==> config.mk <==
export PLATFORM = sky130hd
export DESIGN_NAME = ppw_port
export DESIGN_NICKNAME = d
export VERILOG_FILES = /design/src/hdl/ppw_pkg.sv /design/src/hdl/ppw_port.sv
export VERILOG_INCLUDE_DIRS = /design/src /design/src/hdl
export SDC_FILE = /design/constraint.sdc
export NUM_CORES = 1
export LEC_CHECK = 0
export BUFFER_PORTS_ARGS = -buffer_cell sky130_fd_sc_hd__buf_2
export CAP_MARGIN = 20
export CORE_MARGIN = 2
export CORE_UTILIZATION = 58
export DETAILED_ROUTE_END_ITERATION = 8
export PLACE_DENSITY = 0.88
export SYNTH_ARGS = -nofsm -noshare
export SYNTH_HDL_FRONTEND = slang
export SYNTH_SLANG_ARGS = --single-unit
export TNS_END_PERCENT = 1
==> constraint.sdc <==
create_clock -name core_clk -period 3.5 [get_ports core_clk]
set_input_delay 0.7 -clock core_clk [delete_from_list [all_inputs] [get_ports core_clk]]
set_output_delay 0.7 -clock core_clk [all_outputs]
set_load 0.02 [all_outputs]
==> src/hdl/ppw_consts.svh <==
`ifndef PPW_CONSTS_SVH
`define PPW_CONSTS_SVH
// Register addresses on the plain port (word index)
`define PPW_A_CTRL      4'h0
`define PPW_A_MODE      4'h1
`define PPW_A_LOC       4'h2
`define PPW_A_OUTLO     4'h3
`define PPW_A_OUTHI     4'h4
`define PPW_A_IOLO      4'h5
`define PPW_A_IOHI      4'h6
`define PPW_A_CLAIM     4'h7
`define PPW_A_GO        4'h8
// Control register fields
`define PPW_C_MUX_HI    12
`define PPW_C_MUX_LO    11
`define PPW_C_CSF_HI    7
`define PPW_C_CSF_LO    6
// Mode register fields
`define PPW_M_BUSY      15
`define PPW_M_INC_HI    12
`define PPW_M_INC_LO    11
`define PPW_M_WIDE      10
`define PPW_M_SET_HI    7
`define PPW_M_SET_LO    6
`define PPW_M_STB_HI    5
`define PPW_M_STB_LO    2
`define PPW_M_HLD_HI    1
`define PPW_M_HLD_LO    0
// Go register: bit 0 starts a write, bit 1 starts a read
`define PPW_G_WR        0
`define PPW_G_RD        1
// Field encodings
`define PPW_STB_MIN     4'h0
`define PPW_CSF_NONE    2'h0
`define PPW_CSF_ONE     2'h1
`define PPW_CSF_BOTH    2'h2
`define PPW_INC_UP      2'h1
`define PPW_INC_DN      2'h2
`define PPW_MUX_SEP     2'h0
// Widths and reset value
`define PPW_ZERO16      16'h0000
`define PPW_LOC_MASK    16'h3fff
`define PPW_ONE16       16'h0001
`define PPW_CNT_ONE     4'h1
`define PPW_CNT_ZERO    4'h0
`endif

==> src/hdl/ppw_pkg.sv <==
`default_nettype none
package ppw_pkg;
    typedef enum logic [3:0] {
        PPW_IDLE  = 4'b0001,
        PPW_SETUP = 4'b0010,
        PPW_STB   = 4'b0100,
        PPW_HOLD  = 4'b1000
    } ppw_state_t;
endpackage
`default_nettype wire

==> src/hdl/ppw_port.sv <==
// What this block does
// - Strobe stays active for field value plus one ticks, one to sixteen.
// - Write hold after strobe lasts field value plus one ticks.
// - Read hold after strobe lasts field value ticks, zero to three.
// - Strobe field zero forces setup one, hold one write, zero read.
// - Top two bits used as selects are never stepped.
// - Auto stepping changes the location by one, any width.
// - Upper eight data lines driven only in wide transfer mode.
// - Location bits 15 and 14 are select bits or location bits.
// - Select function field decides role of the two top pins.
// - Location register holds 16 bits, all writable, reset to zero.
// - Low output buffer register, 16 bits.
// - High output buffer register, 16 bits.
// - Low input/output buffer carries host read and write data.
// - High input/output buffer register, 16 bits.
// - Claim bits 15:14 hand top pins to the port.
// - Claim bits 13:2 hand location pins to the port.
// - Claim bits 1:0 hand pins 1 and 0 to the port.
// - Multiplex mode picks location bits or latch strobes on pins 1:0.
// - Select field: 00 none, 01 second only, 10 both, 11 reserved.
// - Step field: 00 none, 01 up, 10 down, 11 none.
// - Multiplex field: 00 separate lines, any other value latch strobes on pins 1:0; data lines never carry the location.
// - Setup field gives one to four ticks before the strobe.
//
// Design decisions made here: the address-and-strobe port and the register offsets.
`timescale 1ns/10ps
`default_nettype none
`include "ppw_consts.svh"

module ppw_port
    import ppw_pkg::*;
(
    input  wire logic        core_clk,
    input  wire logic        nrst,
    input  wire logic [3:0]  reg_addr,
    input  wire logic [15:0] reg_wdata,
    input  wire logic        reg_wr,
    input  wire logic        reg_rd,
    output var  logic [15:0] reg_rdata,
    input  wire logic [15:0] data_pins_in,
    output var  logic [15:0] data_pins_out,
    output var  logic [15:0] data_pins_oe,
    output var  logic [15:0] location_pins,
    output var  logic [15:0] location_pins_claimed,
    output var  logic        second_select_line,
    output var  logic        first_select_line,
    output var  logic        latch_strobe_high,
    output var  logic        latch_strobe_low,
    output var  logic        rd_strobe,
    output var  logic        wr_strobe
);

    logic [15:0] ctrl_q;
    logic [15:0] mode_q;
    logic [15:0] loc_q;
    logic [15:0] outlo_q;
    logic [15:0] outhi_q;
    logic [15:0] iolo_q;
    logic [15:0] iohi_q;
    logic [15:0] claim_q;
    ppw_state_t  state_q;
    logic [3:0]  cnt_q;
    logic        is_rd_q;
    logic [15:0] din_s1_q;
    logic [15:0] din_s2_q;

    ////////////////////////////////////////////////////////////////////////
    // Decoded fields
    logic [1:0] select_function_field;
    logic [1:0] mux;
    logic [1:0] inc;
    logic [1:0] set_f;
    logic [3:0] stb_f;
    logic [1:0] hld_f;
    logic       wide;
    logic       busy;
    logic       go_wr;
    logic       go_rd;
    logic [3:0] setup_ticks;
    logic [3:0] hold_ticks;
    logic [15:0] loc_step;
    logic [15:0] step_mask;

    assign select_function_field   = ctrl_q[`PPW_C_CSF_HI:`PPW_C_CSF_LO];
    assign mux   = ctrl_q[`PPW_C_MUX_HI:`PPW_C_MUX_LO];
    assign inc   = mode_q[`PPW_M_INC_HI:`PPW_M_INC_LO];
    assign set_f = mode_q[`PPW_M_SET_HI:`PPW_M_SET_LO];
    assign stb_f = mode_q[`PPW_M_STB_HI:`PPW_M_STB_LO];
    assign hld_f = mode_q[`PPW_M_HLD_HI:`PPW_M_HLD_LO];
    assign wide  = mode_q[`PPW_M_WIDE];
    assign busy  = (state_q != PPW_IDLE);
    // A new cycle is only taken while idle; requests during a cycle drop
    assign go_wr = reg_wr && reg_addr == `PPW_A_GO
                   && reg_wdata[`PPW_G_WR] && !busy;
    assign go_rd = reg_wr && reg_addr == `PPW_A_GO
                   && reg_wdata[`PPW_G_RD] && !reg_wdata[`PPW_G_WR] && !busy;

    // Setup and hold, with the minimum-strobe override
    always_comb begin
        if (stb_f == `PPW_STB_MIN) begin
            setup_ticks = `PPW_CNT_ONE;
            hold_ticks  = is_rd_q ? `PPW_CNT_ZERO : `PPW_CNT_ONE;
        end else begin
            setup_ticks = {2'b00, set_f} + `PPW_CNT_ONE;
            if (is_rd_q) begin
                hold_ticks = {2'b00, hld_f};
            end else begin
                hold_ticks = {2'b00, hld_f} + `PPW_CNT_ONE;
            end
        end
    end

    // Select bits are kept out of the carry path so they never step
    always_comb begin
        if (select_function_field == `PPW_CSF_BOTH) begin
            step_mask = `PPW_LOC_MASK;
        end else if (select_function_field == `PPW_CSF_ONE) begin
            step_mask = `PPW_LOC_MASK | 16'h4000;
        end else begin
            step_mask = 16'hffff;
        end
        if (inc == `PPW_INC_UP) begin
            loc_step = ((loc_q + `PPW_ONE16) & step_mask)
                       | (loc_q & ~step_mask);
        end else if (inc == `PPW_INC_DN) begin
            loc_step = ((loc_q - `PPW_ONE16) & step_mask)
                       | (loc_q & ~step_mask);
        end else begin
            loc_step = loc_q;
        end
    end

    ////////////////////////////////////////////////////////////////////////
    // Pin input synchroniser, two stages before any use
    always_ff @(posedge core_clk) begin
        if (!nrst) begin
            din_s1_q <= `PPW_ZERO16;
            din_s2_q <= `PPW_ZERO16;
        end else begin
            din_s1_q <= data_pins_in;
            din_s2_q <= din_s1_q;
        end
    end

    ////////////////////////////////////////////////////////////////////////
    // Cycle sequencer: setup, strobe, hold
    always_ff @(posedge core_clk) begin
        if (!nrst) begin
            state_q <= PPW_IDLE;
            cnt_q   <= `PPW_CNT_ZERO;
            is_rd_q <= 1'b0;
        end else begin
            case (state_q)
                PPW_IDLE: begin
                    if (go_wr || go_rd) begin
                        state_q <= PPW_SETUP;
                        is_rd_q <= go_rd;
                        cnt_q   <= `PPW_CNT_ZERO;
                    end
                end
                PPW_SETUP: begin
                    if (cnt_q == setup_ticks - `PPW_CNT_ONE) begin
                        state_q <= PPW_STB;
                        cnt_q   <= `PPW_CNT_ZERO;
                    end else begin
                        cnt_q <= cnt_q + `PPW_CNT_ONE;
                    end
                end
                PPW_STB: begin
                    if (cnt_q == stb_f) begin
                        cnt_q <= `PPW_CNT_ZERO;
                        if (hold_ticks == `PPW_CNT_ZERO) begin
                            state_q <= PPW_IDLE;
                        end else begin
                            state_q <= PPW_HOLD;
                        end
                    end else begin
                        cnt_q <= cnt_q + `PPW_CNT_ONE;
                    end
                end
                PPW_HOLD: begin
                    if (cnt_q == hold_ticks - `PPW_CNT_ONE) begin
                        state_q <= PPW_IDLE;
                        cnt_q   <= `PPW_CNT_ZERO;
                    end else begin
                        cnt_q <= cnt_q + `PPW_CNT_ONE;
                    end
                end
                default: begin
                    state_q <= PPW_IDLE;
                    cnt_q   <= `PPW_CNT_ZERO;
                end
            endcase
        end
    end

    // Cycle end point: last strobe tick or last hold tick
    logic cyc_done;
    assign cyc_done = (state_q == PPW_HOLD
                       && cnt_q == hold_ticks - `PPW_CNT_ONE)
                      || (state_q == PPW_STB && cnt_q == stb_f
                          && hold_ticks == `PPW_CNT_ZERO);

    ////////////////////////////////////////////////////////////////////////
    // Configuration registers
    always_ff @(posedge core_clk) begin
        if (!nrst) begin
            ctrl_q  <= `PPW_ZERO16;
            mode_q  <= `PPW_ZERO16;
            outlo_q <= `PPW_ZERO16;
            outhi_q <= `PPW_ZERO16;
            iohi_q  <= `PPW_ZERO16;
            claim_q <= `PPW_ZERO16;
        end else if (reg_wr) begin
            if (reg_addr == `PPW_A_CTRL) begin
                ctrl_q <= reg_wdata;
            end else if (reg_addr == `PPW_A_MODE) begin
                mode_q <= reg_wdata & 16'h7fff; // Busy bit is status
            end else if (reg_addr == `PPW_A_OUTLO) begin
                outlo_q <= reg_wdata;
            end else if (reg_addr == `PPW_A_OUTHI) begin
                outhi_q <= reg_wdata;
            end else if (reg_addr == `PPW_A_IOHI) begin
                iohi_q <= reg_wdata;
            end else if (reg_addr == `PPW_A_CLAIM) begin
                claim_q <= reg_wdata;
            end
        end
    end

    // Location register: hardware step at cycle end beats a software write
    always_ff @(posedge core_clk) begin
        if (!nrst) begin
            loc_q <= `PPW_ZERO16;
        end else if (cyc_done) begin
            loc_q <= loc_step;
        end else if (reg_wr && reg_addr == `PPW_A_LOC) begin
            loc_q <= reg_wdata;
        end
    end

    // Host data word: written by software, captured at read strobe end
    always_ff @(posedge core_clk) begin
        if (!nrst) begin
            iolo_q <= `PPW_ZERO16;
        end else if (state_q == PPW_STB && cnt_q == stb_f && is_rd_q) begin
            iolo_q <= wide ? din_s2_q : {8'h00, din_s2_q[7:0]};
        end else if (reg_wr && reg_addr == `PPW_A_IOLO) begin
            iolo_q <= reg_wdata;
        end
    end

    ////////////////////////////////////////////////////////////////////////
    // Read port, data one cycle after the strobe
    always_ff @(posedge core_clk) begin
        if (!nrst) begin
            reg_rdata <= `PPW_ZERO16;
        end else if (reg_rd) begin
            if (reg_addr == `PPW_A_CTRL) begin
                reg_rdata <= ctrl_q;
            end else if (reg_addr == `PPW_A_MODE) begin
                reg_rdata <= {busy, mode_q[14:0]};
            end else if (reg_addr == `PPW_A_LOC) begin
                reg_rdata <= loc_q;
            end else if (reg_addr == `PPW_A_OUTLO) begin
                reg_rdata <= outlo_q;
            end else if (reg_addr == `PPW_A_OUTHI) begin
                reg_rdata <= outhi_q;
            end else if (reg_addr == `PPW_A_IOLO) begin
                reg_rdata <= iolo_q;
            end else if (reg_addr == `PPW_A_IOHI) begin
                reg_rdata <= iohi_q;
            end else if (reg_addr == `PPW_A_CLAIM) begin
                reg_rdata <= claim_q;
            end else begin
                reg_rdata <= `PPW_ZERO16; // Unmapped reads as zero
            end
        end else begin
            reg_rdata <= `PPW_ZERO16;
        end
    end

    ////////////////////////////////////////////////////////////////////////
    // Pin roles, registered so outputs come from flip-flops
    logic sel2_role;
    logic sel1_role;
    logic latch_role;
    assign sel2_role  = (select_function_field == `PPW_CSF_ONE) || (select_function_field == `PPW_CSF_BOTH);
    assign sel1_role  = (select_function_field == `PPW_CSF_BOTH);
    assign latch_role = (mux != `PPW_MUX_SEP);

    always_ff @(posedge core_clk) begin
        if (!nrst) begin
            location_pins         <= `PPW_ZERO16;
            location_pins_claimed <= `PPW_ZERO16;
            second_select_line    <= 1'b0;
            first_select_line     <= 1'b0;
            latch_strobe_high     <= 1'b0;
            latch_strobe_low      <= 1'b0;
        end else begin
            location_pins_claimed <= claim_q;
            location_pins[13:2] <= loc_q[13:2] & claim_q[13:2];
            location_pins[15] <= !sel2_role && claim_q[15] && loc_q[15];
            location_pins[14] <= !sel1_role && claim_q[14] && loc_q[14];
            second_select_line <= sel2_role && claim_q[15]
                                  && loc_q[15] && busy;
            first_select_line  <= sel1_role && claim_q[14]
                                  && loc_q[14] && busy;
            location_pins[1:0] <= latch_role ? 2'b00
                                  : loc_q[1:0] & claim_q[1:0];
            latch_strobe_high <= latch_role && claim_q[1]
                                 && state_q == PPW_SETUP;
            latch_strobe_low  <= latch_role && claim_q[0]
                                 && state_q == PPW_SETUP;
        end
    end

    // Strobes and data bus drive
    always_ff @(posedge core_clk) begin
        if (!nrst) begin
            rd_strobe     <= 1'b0;
            wr_strobe     <= 1'b0;
            data_pins_out <= `PPW_ZERO16;
            data_pins_oe  <= `PPW_ZERO16;
        end else begin
            rd_strobe <= (state_q == PPW_STB) && is_rd_q;
            wr_strobe <= (state_q == PPW_STB) && !is_rd_q;
            data_pins_out <= iolo_q;
            if (busy && !is_rd_q) begin
                data_pins_oe <= wide ? 16'hffff : 16'h00ff;
            end else begin
                data_pins_oe <= `PPW_ZERO16;
            end
        end
    end
endmodule

`default_nettype wire

### Word level (Yosys, flattened, before mapping)

Index checks and enable logic that the tools add are counted.

* flip-flop bits (word level): 254
* latch bits: 0
* bits in writable memories: 0
* ROM bits: 0
* output and inout port bits: 86
* logic and storage cells: 159
* memories kept: 0

* add/subtract/negate cells: 7
* multiply operators: 0
* divide/modulo/power cells: 0
* $lt $le $gt $ge: 0
* eq/ne operators: 25
* shift operators: 0
* mux-type cells: 33
* bitwise operators: 14
* reductions and logical operators: 55

Operators by type and width (number)
* 16-bit 2-to-1 mux: 18
* 16-bit bitwise AND: 3
* 4-bit 2-to-1 mux: 9
* 16-bit OR: 2
* 4-bit one-hot mux with 4 select lines: 2
* 1-bit logical AND: 29
* 4-bit by 3-bit == test with 1-bit output, second input constant: 5
* 16-bit by 1-bit adder with 16-bit output, second input constant: 1
* 16-bit NOT: 1
* 16-bit by 1-bit subtractor with 16-bit output, second input constant: 1
* 12-bit bitwise AND: 1
* 4-bit by 2-bit == test with 1-bit output, second input constant: 3
* 4-bit == test: 3
* 4-bit zero test: 3
* 2-bit AND reduction: 5
* 3-bit 2-to-1 mux: 3
* 4-bit by 1-bit == test with 1-bit output, second input constant: 2
* 4-bit == test, second input constant: 2
* 4-bit AND reduction: 2
* 4-bit by 1-bit subtractor with 4-bit output, second input constant: 2
* 7-bit AND reduction: 1
* 2-bit by 1-bit adder with 3-bit output, second input constant: 2
* 2-bit != test, second input constant: 3
* 1-bit NOT: 6
* other kinds (15): 25

### Depth between registers and ports, before layout

* depth in word-level cells: 9
* gate-level depth with buffers: 13
* mapped depth without buffers: 10

### Least setup slack after synthesis

OpenSTA, ideal clock, no wires.

* path type: reg2reg
* start: register mode_q[2]
* end: register loc_q[0]
* setup time: 122 ps
* data arrival time: 2608 ps
* data required time: 3378 ps
* path slack: 770 ps
* cell stages (with the launch flop): 13
* cell sequence: dfxtp_1 > buf_6 > or4_1 > buf_2 > nand2_1 > ha_1 > xnor2_1 > nor3_1 > o221a_2 > buf_6 > a32o_1 > a21o_1 > a221o_1

* cells in the longest elaborated chain, start to end: 8

RTL lines
* start: declaration: RTL line ppw_port.sv:54 `logic [15:0] mode_q;`
* start signal: assignment: RTL line ppw_port.sv:209 `` mode_q <= `PPW_ZERO16; ``
* start signal: assignment: RTL line ppw_port.sv:218 `mode_q <= reg_wdata & 16'h7fff;`
* 4-bit zero test (no line)
* 3-bit 2-to-1 mux: RTL line ppw_port.sv:100 `` if (stb_f == `PPW_STB_MIN) begin ``
* 4-bit by 1-bit subtractor with 4-bit output (no line)
* 4-bit == test (no line)
* 1-bit logical AND (no line)
* 1-bit logical OR *: RTL line ppw_port.sv:199 `assign cyc_done = (state_q == PPW_HOLD`
* 3-bit by 1-bit != test with 1-bit output (no line) or 2-bit nonzero test (tied branches)
* 2-bit AND reduction (no line)
* end signal: assignment: RTL line ppw_port.sv:234 `` loc_q <= `PPW_ZERO16; ``
* end signal: assignment: RTL line ppw_port.sv:236 `loc_q <= loc_step;`
* end signal: assignment: RTL line ppw_port.sv:238 `loc_q <= reg_wdata;`
* end: declaration: RTL line ppw_port.sv:55 `logic [15:0] loc_q;`

Every way passes the cells marked *; elsewhere a longest branch is shown, timed or not.
A chain may end at the register's enable or synchronous reset.

### Worst setup path after layout

* start: register mode_q[0]
* end: register loc_q[0]

* cells in the longest elaborated chain, start to end: 9

RTL lines
* 2-bit by 1-bit adder with 3-bit output (no line)
* 3-bit 2-to-1 mux *: RTL line ppw_port.sv:105 `if (is_rd_q) begin`
* 3-bit 2-to-1 mux *: RTL line ppw_port.sv:100
* 4-bit by 1-bit subtractor with 4-bit output (no line)
* 4-bit == test (no line)
* 1-bit logical AND (no line)
* 1-bit logical OR *: RTL line ppw_port.sv:199
* 3-bit by 1-bit != test with 1-bit output (no line) or 2-bit nonzero test (tied branches)
* 2-bit AND reduction (no line)

Marked as above.

==> flow_summary.yaml <==
synthesis:
  synth-edff-count: 0
  yosysUniqueCellTypes: 74
  netlist_area_sq_mm: 0.0101
  synthCells: 1178
  yosysSeqAreaShare: 0.475
  ys.flop_type: "dfxtp_1"
  syn_area_per_cell_sq_um: 8.58
  syn-num-nets: 1227
  ys_ff_latch: 240
  yosys_warnings: 0
  async_flop_share: 0
sta:
  hold_violations: 0
  setup_tns_ps: 0
  fmax_mhz: 319
  relSlewSlack: 0.283
  min_period_ps: 3130
  period_share: 0.895
  fin_worst_skew_ps: 11.9
  final-max-slew-violation-count: 0
  setup_violations: 0
  worst_slew_pin_slew_ps: 1070
  rsz0062_at_grt: "no"
critical_path:
  r2r_slack_ps: 370
  critPathRequiredTime_ps: 3900
  r2r-start: "mode_q[0]$_SDFFE_PN0P_"
  max_stage_delay_ps: 740
  cp.arrival_ps: 3530
  cp-end-kind: "flop"
  path_cells: "ha_1 -> or2_2 -> a2111oi_0 -> nor2_1 -> a32oi_1 -> nor3_1 -> a221o_1"
  critical_path_class: "flop to flop"
  r2r_cells: 7
  timing.rr.end: "loc_q[0]$_SDFFE_PN0P_"
  cp_max_fo: 8
  start_kind: "flop"
  crit_slowest_cell: "a2111oi_0"
layout:
  fill_cells: 1380
  drive_gt1_frac: 0.184
  n_antenna_cell: 0
  final-seq-area_sq_mm: 0.00480
  areaGrowthSynthToFinish_pct: 13.7
  nets: 1286
  multi_input_area_sq_mm: 0.00474
global_route:
  grt_max_degree: 64
  grt_pass1_vias: 8223
  antenna_found_initial: 0
  track_usage: 0.306
  grt_pass1_wl_mm: 44.4
  grt-ovfl-total: 0
routing:
  ant_nets: 0
  drc: 0
  drtIter0Drc: 1135
  wl_mm: 28.9
  drt_first_pass_iters: 6
  routedWlPerCell_um: 19.5
  dr_total_vias: 9013
  routed_via_density: 6.09
hold_path:
  whs_endpoint: "din_s1_q[0]$_SDFF_PN0_"
  min-delay-start: "data_pins_in[0]"
  hold_depth: 2
  hold_class: "primary input to flop"
placed_design:
  port_buffers: 125
  routabilityCongestion: 0.973
  dp_hpwl_mm: 19.7
floorplanning:
  die_y_um: 136
  core_area_sq_mm: 0.0172
  die_w_um: 136
  die-area_sq_mm: 0.0185
  start_util: 0.589
  pin_count: 126
  row_count: 48
run_status:
  status: "finished clean"
power:
  irDropWorstVdd_v: 0.000465
  total_power_uw: 5780
  power_leakage_uw: 0.00452
  p_per_area_mw_per_mm2: 503
clock_tree:
  clk_latency_ps: 530
  cts-buffers-inserted: 24
  clockBufferDepth: 3
  cts.sinks: 240
  htreeDepth: 1
  clock-root-buffer: "clkbuf_16"
  cts_hold_buffers: 0
  tritoncts: "yes"
  post_cts_resized: 0
  post_cts_buffers: 0
  clk_pin_slew_ps: 60
run:
  drv_cap: 0
-- critical path: cells and delay by family (launching register included) --
family | cells | cell delay [ps]
AOI/OAI and AO/OA | 3 | 1600
DFF | 1 | 460
adders and majority gates | 1 | 300
and+or+nand+nor | 3 | 650
-- how the worst max path moves through the flow --
stage / cells past startpoint / from / slack [ps] / end
floorplan: 12 / mode_q[2]$_SDFFE_PN0P_ / 770 / loc_q[0]$_SDFFE_PN0P_
global placement: 7 / mode_q[0]$_SDFFE_PN0P_ / 540 / loc_q[0]$_SDFFE_PN0P_
detailed placement: 7 / mode_q[0]$_SDFFE_PN0P_ / 480 / loc_q[0]$_SDFFE_PN0P_
CTS: 7 / mode_q[0]$_SDFFE_PN0P_ / 450 / loc_q[0]$_SDFFE_PN0P_
global route: 7 / mode_q[0]$_SDFFE_PN0P_ / 270 / loc_q[0]$_SDFFE_PN0P_
finish: 7 / mode_q[0]$_SDFFE_PN0P_ / 370 / loc_q[0]$_SDFFE_PN0P_
-- placed cells by master (no fill, tap or decap), types with 9 or more instances in the layout --
cell type  count
nand2_1      251
dfxtp_1      240
buf_2        125
a21oi_1      114
and2_1        67
nor2_1        50
a22oi_1       40
and3_1        25
clkbuf_16     25
mux2_2        23
buf_4         23
nand3_1       16
nor3_1        16
o21ai_0       14
o211ai_1      14
a221oi_1      13
a211oi_1      12
xnor2_1       11
nand2b_1      10
nor4_1        10
mux2i_1       10
nand4_1        9
ha_1           9
-- stage by stage --
step,setup WS (ps),cell area [sq um],std cells,utilization,hold slack [ps]
floorplan,770,10100,1178,-,412
global placement,537,10700,1436,0.621,413
detailed placement,481,10700,1436,0.621,417
CTS,448,11500,1480,0.669,370
global route,275,11500,1480,0.669,375
finish,367,11500,1480,0.669,376
-- final cells by class --
| cell class | count | area share |
|---|---|---|
| multi-input cells | 814 | 0.413 |
| clock buffers | 33 | 0.0605 |
| inverters | 9 | 0.00305 |
| clock inverters | 11 | 0.0120 |
| well taps | 225 | 0.0245 |
| flip-flops and latches | 240 | 0.418 |
| repair buffers | 148 | 0.0694 |
-- report_power, final --
part / switching [uW] / leakage (uW) / internal [uW]
sequential: 32.8 / 0.00194 / 2770
clock: 1070 / 0.000404 / 1610
combinational: 198 / 0.00218 / 94.1
total: 1300 / 0.00452 / 4480
-- cell usage after synthesis, types with 14 or more instances --
master,number,area share
clkbuf_1,81,0.030
and3_1,25,0.015
nand2_1,251,0.093
dfxtp_1,240,0.48
nand3_1,16,0.0079
a21oi_1,114,0.056
and2_1,67,0.041
mux2_2,23,0.026
a22oi_1,40,0.030
nor3_1,16,0.0079
nor2_1,50,0.019
o211ai_1,14,0.010
buf_4,16,0.012
o21ai_0,14,0.0069
-- state kept, by name, summed over array words and instances (netlist names), 2 cells and up, named ones only --
| name | flops |
|---|---|
| outhi_q | 16 |
| location_pins | 16 |
| outlo_q | 16 |
| iohi_q | 16 |
| location_pins_claimed | 16 |
| state_q | 4 |
| reg_rdata | 16 |
| claim_q | 16 |
| iolo_q | 16 |
| din_s1_q | 16 |
| loc_q | 14 |
| data_pins_out | 16 |
| mode_q | 15 |
| ctrl_q | 16 |
| data_pins_oe | 2 |
| din_s2_q | 16 |
| cnt_q | 4 |
-- layer usage --
metal / global-route usage / up-vias / part of all wire
li1: - / 4163 / -
met1: 0.413 / 4187 / 0.39
met2: 0.491 / 562 / 0.46
met3: 0.0500 / 101 / 0.11
met4: 0.123 / 0 / 0.037
met5: 0 / - / 0
-- cell families after synthesis --
logic type	share of synthesized area
xor gates and xnor gates	0.0152
DFF	0.475
AOI/OAI and AO/OA	0.165
buffers and inverters	0.0559
muxes	0.0422
adders and majority gates	0.0111
and+or+nand+nor	0.235
No activity file was read; power rests on OpenSTA's default activity.
